===== src/verilog/core_exec_map.svh =====
`ifndef CORE_EXEC_MAP_SVH
`define CORE_EXEC_MAP_SVH

// register bus byte offsets
`define OFS_ACC 12'h000
`define OFS_BANK 12'h004
`define OFS_PAGE_LATCH 12'h008
`define OFS_PTR0 12'h00c
`define OFS_PTR1 12'h010
`define OFS_PC 12'h014
`define OFS_INTCTL 12'h018
`define OFS_SUPPLY 12'h01c
`define OFS_STATUS 12'h020
`define OFS_STATE 12'h024
// data memory window: addr[11:10] == 01, cell index addr[9:2]
`define MEM_WIN 2'b01

// field positions and reset values
`define IRQ_EN_BIT 7
`define RST_INSTR_BIT 2
`define ACC_RST 8'h00
`define BANK_RST 6'h00
`define PAGE_LATCH_RST 7'h00
`define PTR_RST 16'h0000
`define PC_RST 15'h0000
`define INTCTL_RST 8'h00
`define SUPPLY_RST 8'h04
`define STATUS_RST 8'h00
`define PC_STEP 15'h0001
`define PTR_STEP 16'h0001

// instruction encodings: match value and mask
`define OP_NOP 14'h0000
`define OP_SWRST 14'h0001
`define OP_IRET 14'h0009
`define OP_BANK 14'h0040
`define MSK_BANK 14'h3fc0
`define OP_PAGE 14'h3180
`define MSK_PAGE 14'h3f80
`define OP_LITW 14'h3000
`define MSK_LITW 14'h3f00
`define OP_STF 14'h0080
`define MSK_STF 14'h3f80
`define OP_STIM 14'h0018
`define MSK_STIM 14'h3ff8
`define OP_STIK 14'h3f80
`define MSK_STIK 14'h3f80
// file addresses of the two indirect aliases
`define ALIAS0 7'h00
`define ALIAS1 7'h01

`endif


===== src/verilog/core_exec_pkg.sv =====
package core_exec_pkg;

    typedef enum logic [0:0] {
        ST_EXEC = 1'b0,
        ST_RET2 = 1'b1
    } exec_state_t;

    typedef enum logic [1:0] {
        PM_PRE_INC = 2'b00,
        PM_PRE_DEC = 2'b01,
        PM_POST_INC = 2'b10,
        PM_POST_DEC = 2'b11
    } ptr_mode_t;

    typedef struct packed {
        exec_state_t state;
        logic [7:0] acc;
        logic [5:0] bank_select_reg;
        logic [6:0] prog_counter_high_latch;
        logic [15:0] ptr0;
        logic [15:0] ptr1;
        logic [14:0] program_counter;
        logic [7:0] interrupt_control_reg;
        logic [7:0] supply_control_reg;
        logic [7:0] status;
        logic [31:0] rdata;
        logic mem_rd;
        logic soft_rst;
    } core_state_t;

endpackage : core_exec_pkg


===== src/verilog/data_mem_if.sv =====
`timescale 1ns/100ps
interface data_mem_if;
    logic we;
    logic [7:0] waddr;
    logic [7:0] wdata;
    logic [7:0] raddr;
    logic [7:0] rdata;

    modport core (output we, output waddr, output wdata, output raddr, input rdata);
    modport mem (input we, input waddr, input wdata, input raddr, output rdata);
endinterface : data_mem_if


===== src/verilog/core_exec.sv =====
// Contract
// RL1: the bank-literal load puts its 6-bit operand in the bank select register, flags untouched.
// RL2: the page-latch literal load puts its 7-bit operand in the upper pc latch, flags untouched.
// RL3: the accumulator literal load copies its 8-bit operand to the accumulator in one cycle.
// RL4: the store-to-file writes the accumulator to the file address in the 7-bit operand.
// RL5: the indirect store mode field is 00 pre-inc, 01 pre-dec, 10 post-inc, 11 post-dec.
// RL6: the offset form addresses the pointer plus a signed offset from -32 to 31.
// RL7: afterwards the pointer is plus one, minus one, or unchanged for the offset form.
// RL8: an access to an indirect alias goes to the address held in its pointer.
// RL9: pointers are 16 bits and wrap both ways.
// RL10: the pointer update and the indirect store change no status flag.
// RL11: the software reset resets the core and clears the reset-instruction flag.
// RL12: interrupt return pops the stack into the pc and takes two cycles.
// RL13: interrupt return sets the global interrupt enable, bit 7 of interrupt control.
// RL14: the no-op takes one cycle and only advances the pc.
// RL15: the indirect store picks one of two pointers by a one-bit index.
//
// The address map and the address-and-strobe port were left to the implementer.
`timescale 1ns/100ps
`include "core_exec_map.svh"
module core_exec (
    // clock and reset
    input wire logic i_ref_clk,
    input wire logic i_rst_n,
    // instruction fetch side
    input wire logic [13:0] i_instr,
    input wire logic i_instr_valid,
    output logic o_instr_ready,
    // hardware stack
    input wire logic [14:0] i_stack_top,
    output logic o_stack_pop,
    // core status
    output logic [14:0] o_program_counter,
    output logic o_global_irq_enable,
    output logic o_soft_reset,
    // register bus
    input wire logic [11:0] i_addr,
    input wire logic [31:0] i_wr_data,
    input wire logic i_wr_en,
    input wire logic i_rd_en,
    output logic [31:0] o_rd_data
);
    import core_exec_pkg::*;

    localparam core_exec_pkg::core_state_t RST_VAL = '{
        state: ST_EXEC,
        acc: `ACC_RST,
        bank_select_reg: `BANK_RST,
        prog_counter_high_latch: `PAGE_LATCH_RST,
        ptr0: `PTR_RST,
        ptr1: `PTR_RST,
        program_counter: `PC_RST,
        interrupt_control_reg: `INTCTL_RST,
        supply_control_reg: `SUPPLY_RST,
        status: `STATUS_RST,
        rdata: 32'h0000_0000,
        mem_rd: 1'b0,
        soft_rst: 1'b0
    };

    core_state_t s;
    core_state_t next_s;

    data_mem_if mif ();

    data_mem u_mem (
        .i_ref_clk(i_ref_clk),
        .i_rst_n(i_rst_n),
        .port(mif.mem)
    );

    // operand fields
    logic take;
    logic sel;
    logic use_offset;
    logic [1:0] mode;
    logic [5:0] offset;
    logic [6:0] file_addr;
    logic is_stim;
    logic is_stik;
    logic bus_mem;
    logic [15:0] ea0;
    logic [15:0] ea1;
    logic [15:0] np0;
    logic [15:0] np1;
    logic core_we;
    logic [7:0] core_waddr;
    logic [7:0] file_waddr;
    logic [15:0] store_ea;
    logic [31:0] reg_rd;
    // decoded instruction classes
    logic is_nop;
    logic is_swrst;
    logic is_iret;
    logic is_bank;
    logic is_page;
    logic is_litw;
    logic is_stf;
    logic is_store;

    assign take = i_instr_valid && (s.state == ST_EXEC);
    assign is_stim = (i_instr & `MSK_STIM) == `OP_STIM;
    assign is_stik = (i_instr & `MSK_STIK) == `OP_STIK;
    assign use_offset = is_stik;
    assign mode = i_instr[1:0];
    assign offset = i_instr[5:0];
    assign file_addr = i_instr[6:0];
    // pointer index sits in bit 2 of the mode form, bit 6 of the offset form
    assign sel = is_stik ? i_instr[6] : i_instr[2]; // RL15
    assign bus_mem = i_addr[11:10] == `MEM_WIN;

    // instruction classes
    assign is_nop = i_instr == `OP_NOP;
    assign is_swrst = i_instr == `OP_SWRST;
    assign is_iret = i_instr == `OP_IRET;
    assign is_bank = (i_instr & `MSK_BANK) == `OP_BANK;
    assign is_page = (i_instr & `MSK_PAGE) == `OP_PAGE;
    assign is_litw = (i_instr & `MSK_LITW) == `OP_LITW;
    assign is_stf = (i_instr & `MSK_STF) == `OP_STF;
    assign is_store = is_stim || is_stik;
    assign store_ea = sel ? ea1 : ea0; // RL15

    ptr_update #(.W(16)) u_ptr0 (
        .i_ptr(s.ptr0),
        .i_mode(mode),
        .i_use_offset(use_offset),
        .i_offset(offset),
        .o_ea(ea0),
        .o_next_ptr(np0)
    );

    ptr_update #(.W(16)) u_ptr1 (
        .i_ptr(s.ptr1),
        .i_mode(mode),
        .i_use_offset(use_offset),
        .i_offset(offset),
        .o_ea(ea1),
        .o_next_ptr(np1)
    );

    // store-to-file target, an alias redirects through its pointer
    always_comb begin
        case (file_addr)
            `ALIAS0: file_waddr = s.ptr0[7:0]; // RL8
            `ALIAS1: file_waddr = s.ptr1[7:0]; // RL8
            default: file_waddr = {s.bank_select_reg[0], file_addr};
        endcase
    end

    // data memory port: core stores win over bus writes
    always_comb begin
        core_we = 1'b0;
        core_waddr = 8'h00;
        if (take && is_store) begin
            core_we = 1'b1;
            core_waddr = store_ea[7:0];
        end else if (take && is_stf) begin // RL4
            core_we = 1'b1;
            core_waddr = file_waddr;
        end
    end

    assign mif.we = core_we || (i_wr_en && bus_mem);
    assign mif.waddr = core_we ? core_waddr : i_addr[9:2];
    assign mif.wdata = core_we ? s.acc : i_wr_data[7:0];
    assign mif.raddr = i_addr[9:2];

    // register read mux, registered for the cycle after the strobe
    always_comb begin
        reg_rd = 32'h0000_0000;
        case (i_addr)
            `OFS_ACC: begin
                reg_rd = {24'h00_0000, s.acc};
            end
            `OFS_BANK: begin
                reg_rd = {26'h00_0000, s.bank_select_reg};
            end
            `OFS_PAGE_LATCH: begin
                reg_rd = {25'h00_0000, s.prog_counter_high_latch};
            end
            `OFS_PTR0: begin
                reg_rd = {16'h0000, s.ptr0};
            end
            `OFS_PTR1: begin
                reg_rd = {16'h0000, s.ptr1};
            end
            `OFS_PC: begin
                reg_rd = {17'h0000, s.program_counter};
            end
            `OFS_INTCTL: begin
                reg_rd = {24'h00_0000, s.interrupt_control_reg};
            end
            `OFS_SUPPLY: begin
                reg_rd = {24'h00_0000, s.supply_control_reg};
            end
            `OFS_STATUS: begin
                reg_rd = {24'h00_0000, s.status};
            end
            `OFS_STATE: begin
                reg_rd = {31'h000_0000, s.state};
            end
            default: begin
                reg_rd = 32'h0000_0000;
            end
        endcase
    end

    always_comb begin
        next_s = s;
        next_s.soft_rst = 1'b0;
        next_s.mem_rd = i_rd_en && bus_mem;
        next_s.rdata = 32'h0000_0000;

        // bus read, answered the next cycle
        if (i_rd_en && !bus_mem) begin
            next_s.rdata = reg_rd;
        end

        // bus write, overridden below by an instruction in the same cycle
        if (i_wr_en && !bus_mem) begin
            case (i_addr)
                `OFS_ACC: begin
                    next_s.acc = i_wr_data[7:0];
                end
                `OFS_BANK: begin
                    next_s.bank_select_reg = i_wr_data[5:0];
                end
                `OFS_PAGE_LATCH: begin
                    next_s.prog_counter_high_latch = i_wr_data[6:0];
                end
                `OFS_PTR0: begin
                    next_s.ptr0 = i_wr_data[15:0];
                end
                `OFS_PTR1: begin
                    next_s.ptr1 = i_wr_data[15:0];
                end
                `OFS_PC: begin
                    next_s.program_counter = i_wr_data[14:0];
                end
                `OFS_INTCTL: begin
                    next_s.interrupt_control_reg = i_wr_data[7:0];
                end
                `OFS_SUPPLY: begin
                    next_s.supply_control_reg = i_wr_data[7:0];
                end
                `OFS_STATUS: begin
                    next_s.status = i_wr_data[7:0];
                end
                default: begin
                    next_s.status = next_s.status;
                end
            endcase
        end

        case (s.state)
            ST_RET2: begin
                // second cycle of the interrupt return
                next_s.state = ST_EXEC; // RL12
            end
            ST_EXEC: begin
                if (take) begin
                    // apart from the software reset, which clears it, no instruction here changes the status register
                    next_s.program_counter = 15'(s.program_counter + `PC_STEP); // RL14
                    if (is_swrst) begin
                        next_s = RST_VAL; // RL11
                        next_s.supply_control_reg = s.supply_control_reg;
                        next_s.supply_control_reg[`RST_INSTR_BIT] = 1'b0; // RL11
                        next_s.soft_rst = 1'b1; // RL11
                    end else if (is_iret) begin
                        next_s.program_counter = i_stack_top; // RL12
                        next_s.interrupt_control_reg[`IRQ_EN_BIT] = 1'b1; // RL13
                        next_s.state = ST_RET2; // RL12
                    end else if (is_nop) begin
                        // nothing beyond the pc step
                        next_s.state = ST_EXEC; // RL14
                    end else if (is_bank) begin
                        next_s.bank_select_reg = i_instr[5:0]; // RL1
                    end else if (is_page) begin
                        next_s.prog_counter_high_latch = i_instr[6:0]; // RL2
                    end else if (is_litw) begin
                        next_s.acc = i_instr[7:0]; // RL3
                    end else if (is_store) begin
                        if (sel) begin
                            next_s.ptr1 = np1; // RL7
                        end else begin
                            next_s.ptr0 = np0; // RL7
                        end
                        next_s.status = s.status; // RL10
                    end
                end
            end
            default: next_s.state = ST_EXEC;
        endcase
    end

    always_ff @(posedge i_ref_clk) begin
        if (!i_rst_n) begin
            s <= RST_VAL;
        end else begin
            s <= next_s;
        end
    end

    assign o_instr_ready = s.state == ST_EXEC;
    assign o_stack_pop = take && is_iret; // RL12
    assign o_program_counter = s.program_counter;
    assign o_global_irq_enable = s.interrupt_control_reg[`IRQ_EN_BIT];
    assign o_soft_reset = s.soft_rst;
    assign o_rd_data = s.mem_rd ? {24'h00_0000, mif.rdata} : s.rdata;
endmodule : core_exec


===== src/verilog/data_mem.sv =====
`timescale 1ns/100ps
module data_mem (
    // clock and reset
    input wire logic i_ref_clk,
    input wire logic i_rst_n,
    // access port
    data_mem_if.mem port
);
    typedef struct packed {
        logic [255:0][7:0] cells;
        logic [7:0] rdata;
    } mem_state_t;

    mem_state_t s;
    mem_state_t next_s;

    always_comb begin
        next_s = s;
        next_s.rdata = s.cells[port.raddr];
        if (port.we) begin
            next_s.cells[port.waddr] = port.wdata;
        end
    end

    // contents survive reset, only the read register clears
    always_ff @(posedge i_ref_clk) begin
        s.cells <= next_s.cells;
        if (!i_rst_n) begin
            s.rdata <= 8'h00;
        end else begin
            s.rdata <= next_s.rdata;
        end
    end

    assign port.rdata = s.rdata;
endmodule : data_mem


===== src/verilog/ptr_update.sv =====
`timescale 1ns/100ps
module ptr_update #(
    parameter int W = 16
) (
    // pointer and addressing form
    input wire logic [W-1:0] i_ptr,
    input wire logic [1:0] i_mode,
    input wire logic i_use_offset,
    input wire logic [5:0] i_offset,
    // results
    output logic [W-1:0] o_ea,
    output logic [W-1:0] o_next_ptr
);
    import core_exec_pkg::*;

    logic [W-1:0] inc;
    logic [W-1:0] dec;
    logic [W-1:0] sext;

    // sums are cut to W bits so the pointer wraps
    assign inc = W'(i_ptr + W'(1)); // RL9
    assign dec = W'(i_ptr - W'(1)); // RL9
    assign sext = W'(signed'(i_offset));

    always_comb begin
        o_ea = i_ptr;
        o_next_ptr = i_ptr;
        if (i_use_offset) begin
            o_ea = W'(i_ptr + sext); // RL6
        end else begin
            case (ptr_mode_t'(i_mode)) // RL5
                PM_PRE_INC: begin
                    o_ea = inc;
                    o_next_ptr = inc; // RL7
                end
                PM_PRE_DEC: begin
                    o_ea = dec;
                    o_next_ptr = dec; // RL7
                end
                PM_POST_INC: o_next_ptr = inc; // RL7
                PM_POST_DEC: o_next_ptr = dec; // RL7
                default: o_next_ptr = i_ptr;
            endcase
        end
    end
endmodule : ptr_update

===== config.mk =====
export PLATFORM = sky130hd
export DESIGN_NAME = core_exec
export DESIGN_NICKNAME = d
export VERILOG_FILES = /design/src/verilog/core_exec_pkg.sv /design/src/verilog/data_mem_if.sv /design/src/verilog/core_exec.sv /design/src/verilog/data_mem.sv /design/src/verilog/ptr_update.sv
export VERILOG_INCLUDE_DIRS = /design/src /design/src/verilog
export SDC_FILE = /design/constraint.sdc
export NUM_CORES = 2
export LEC_CHECK = 0
export ABC_AREA = 1
export BUFFER_PORTS_ARGS = -buffer_cell sky130_fd_sc_hd__buf_2
export CORE_ASPECT_RATIO = 0.6
export CORE_UTILIZATION = 38
export CTS_CLUSTER_SIZE = 14
export DETAILED_ROUTE_END_ITERATION = 12
export GPL_TIMING_DRIVEN = 1
export PLACE_DENSITY = 0.59
export SLEW_MARGIN = 10
export SYNTH_ARGS = -nofsm -noshare
export SYNTH_HDL_FRONTEND = slang
export SYNTH_SLANG_ARGS = --single-unit

===== constraint.sdc =====
create_clock -name i_ref_clk -period 25.6 [get_ports i_ref_clk]
set_input_delay 2.56 -clock i_ref_clk [delete_from_list [all_inputs] [get_ports i_ref_clk]]
set_output_delay 2.56 -clock i_ref_clk [all_outputs]
set_load 0.01 [all_outputs]

==> run_results.csv <==
group,metric,value,unit
status,outcome,"finished clean",
timing,setup_slack,18.51,ns
detailed_routing,num_vias,65300,
cells_and_area,regArea,63900,um2
logic_synthesis,synth_edf_count,2048,
timing,fmax,0.141,GHz
cts,worstSkewPairLatency,0.84,ns
floorplan,dieWidth,638,um
timing,min_period,7.09,ns
hold_path,hold_path_class,"register to register",
setup_path,cp-startpoint,"i_instr[1]",
cells_and_area,area.growth.synth_to_final,9.76,%
placed_design,port_buffers,96,
grt,grtUsageMet3,8.13,%
timing,max_slew_margin,18.7,%
detailed_routing,totalWireLength,291000,um
floorplan,ios,129,
logic_synthesis,yosysTopAreaCell,"edfxtp_1",
logic_synthesis,avgSynthCellArea,10.5,um2
cells_and_area,multi_input_area,25400,um2
logic_synthesis,synth_area,92100,um2
logic_synthesis,ys.flop_type,"edfxtp_1",
grt,antenna_found_initial,14,
setup_path,crit_path_end,"o_stack_pop",
cts,cts_made_buffers,196,
timing,post-route-period-util,27.7,%
grt,met2_usage,30.9,%
cts,clkSinkCount,2167,
cts,cts_setup_buffers,0,
setup_path,reg2reg_slack,20.56,ns
run,cap_violations,0,
grt,grt_overflow,0,
cts,post_cts_resized,0,
grt,grt_pass1_vias,59700,
detailed_routing,antenna_left,0,
logic_synthesis,yosys_warnings,0,
cells_and_area,nFillCells,22700,
floorplan,start_util,38.4,%
logic_synthesis,syn_inst,8769,
setup_path,r2r_end,"u_mem.s[361]",
setup_path,crit_required,23.04,ns
cells_and_area,final_cell_area,101000,um2
floorplan,die_h,383,um
timing,rsz0062_at_grt,"no",
cts,cts_hold_buf,0,
setup_path,cp_max_fo,18,
floorplan,num_rows,139,
logic_synthesis,async_flop_share,0,%
power_and_ir_drop,irDropWorstVdd,64.8,uV
setup_path,path_cells,"buf_2, inv_2, nand2_1, nor3_1, nand3_1, nor2_1, buf_4, nand2_1, inv_1, buf_2",
detailed_routing,drt_iter0_markers,9096,
logic_synthesis,synth_area_leaders,"edfxtp_1, nand2_1, nor2_1",
detailed_routing,avgViaCountPerCell,5.45,
setup_path,critPathArrivalTime,4.53,ns
logic_synthesis,synth_top_area_share,66.8,%
setup_path,endpoint_kind,"output pin",
grt,grt_max_degree,189,
grt,grt_pass1_wl,418000,um
cells_and_area,final_layout_size_suffix_gt1_share,6.22,%
setup_path,r2r_start,"s[90]",
floorplan,core_area,240000,um2
grt,grt_usage,23.2,%
cts,clk_pin_slew,0.07,ns
setup_path,crit_path_start_kind,"input pin",
placed_design,placed_cell_area,95400,um2
grt,grt_use_met1,36.1,%
logic_synthesis,synth_cell_types,56,
power_and_ir_drop,p_leak,37.5,nW
cts,clk_path_buf_depth,4,
detailed_routing,wl_per_cell,24.3,um
setup_path,path_class,"input pin to output pin",
setup_path,rr_worst_depth,15,
timing,worstMarginPinSlew,1.22,ns
logic_synthesis,synth-seq-cells,2167,
grt,top_usage_layer,"met1",
floorplan,die_area,244000,um2
setup_path,cp_slowest_cell,"inv_2",
timing,tns,0,ns
timing,hold_viol,0,
logic_synthesis,ys_seq_area_share,69.4,%
power_and_ir_drop,p_per_area,70.4,nW/um2
setup_path,cp_slowest_stage_delay,0.50,ns
timing,skew,0.0472,ns
cells_and_area,layout.nets,8800,
cts,htree_levels,4,
cts,cts_root_buf,"clkbuf_16",
cts,cts_tree,"built",
placed_design,place_ws,17.92,ns
timing,setup_viol,0,
placed_design,dp_hpwl,175000,um
timing,slew_violations,0,
detailed_routing,remaining_drc_errors,0,
placed_design,gp_congestion,0.995,
detailed_routing,drt_pass1_iterations,7,
[cell usage in the layout, fill, tap and decap left out, types with 8 or more instances in the layout]
cell type     n
nor3_1       32
clkinv_1     55
nand2_1    3869
buf_4        88
o22ai_1      15
nand4_1     180
edfxtp_1   2048
buf_12        9
nor2_2       17
inv_2        18
a211oi_1     14
o21ai_0     201
buf_2        94
nor4_1        9
a21oi_1     233
nand2_4      20
clkbuf_16   199
conb_1       16
mux2_2        8
inv_1       206
nor2_4       15
o21ai_1      13
o211ai_1     28
nand2_2      24
clkbuf_1     47
ha_1         19
dfxtp_1     119
xor2_1       24
o21ai_4       8
xnor2_1      10
a22oi_1      77
nand3_1     346
clkinv_2     14
nor2_1      672
[per-layer routing]
metal	vias up	part of all wire [%]	routed length, um
li1	29400	-	-
met1	32100	45	132000
met2	3442	39	114000
met3	357	14	40000
met4	2	1.9	5390
met5	-	0.0024	7
[cell usage after synthesis (19+ instances only)]
library cell and number:
nand2_1 3871, a22oi_1 77, xor2_1 24, inv_2 19, o211ai_1 28, clkbuf_1 293, edfxtp_1 2048, nor3_1 32
o21ai_0 209, a21oi_1 233, buf_2 81, nand2_2 22, nor2_1 677, buf_4 34, nand4_1 180, buf_6 19
inv_1 208, nand2_4 20, nand3_1 346, ha_1 19, buf_1 45, dfxtp_1 119
[power breakdown]
group,switching [mW],internal (mW),total (mW),leakage (nW)
logic,0.371,0.0948,0.466,15.4
registers,0.00448,3.88,3.88,19.4
clock network,1.29,1.47,2.76,2.73
[area by class of cell]
class / count / area share [%]
clock inverters: 71 / 0.451
multi-input cells: 5907 / 25.1
clock buffers: 246 / 5.10
flip-flops and latches: 2167 / 63.2
well taps: 3172 / 3.93
inverters: 236 / 0.904
diodes: 5 / 0.0124
repair buffers: 193 / 1.32
[logic make-up (layout without fill, tap and decap cells)]
group / Yosys count / in the layout / share of synthesized area (%)
xor gates and xnor gates: 34 / 34 / 0.323
and+or+nand+nor: 5202 / 5202 / 22.7
adders and majority gates: 21 / 21 / 0.302
DFF: 2167 / 2167 / 69.4
buffers and inverters: 710 / 746 / 3.31
muxes: 8 / 8 / 0.0978
other: 1 / 21 / 0.00407
AOI/OAI and AO/OA: 626 / 626 / 3.91
[sequential cells by signal, indices dropped and copies added, names as in the netlist]
register             count
u_mem.port.rdata         8
u_mem.s               2048
o_soft_reset             1
o_program_counter       15
s                       94
o_global_irq_enable      1
[through the flow]
stage	cells	hold WS [ns]	utilization, %	total power [mW]
floorplan	8784	0.425	-	4.25
global placement	11700	0.456	39.8	4.41
detailed placement	11700	0.472	39.8	4.41
CTS	12000	0.481	42.1	7.12
global route	12000	0.511	42.1	7.30
finish	12000	0.480	42.1	7.11
[how the worst min path moves through the flow]
stage	slack [ns]	to	cells after the start	start
final	0.48	s[55]	2	s[55]
after global routing	0.51	s[55]	2	s[55]
after CTS	0.48	s[55]	2	s[55]
after detailed placement	0.47	s[55]	2	s[55]
after global placement	0.46	s[55]	2	s[55]
after floorplan	0.42	s[55]	2	s[55]
[critical path, delay by kind of cell]
| kind | cells | cell delay (ns) |
|---|---|---|
| buf+inv | 5 | 1.19 |
| simple gates | 5 | 0.75 |
No activity file was read; power rests on OpenSTA's default activity.
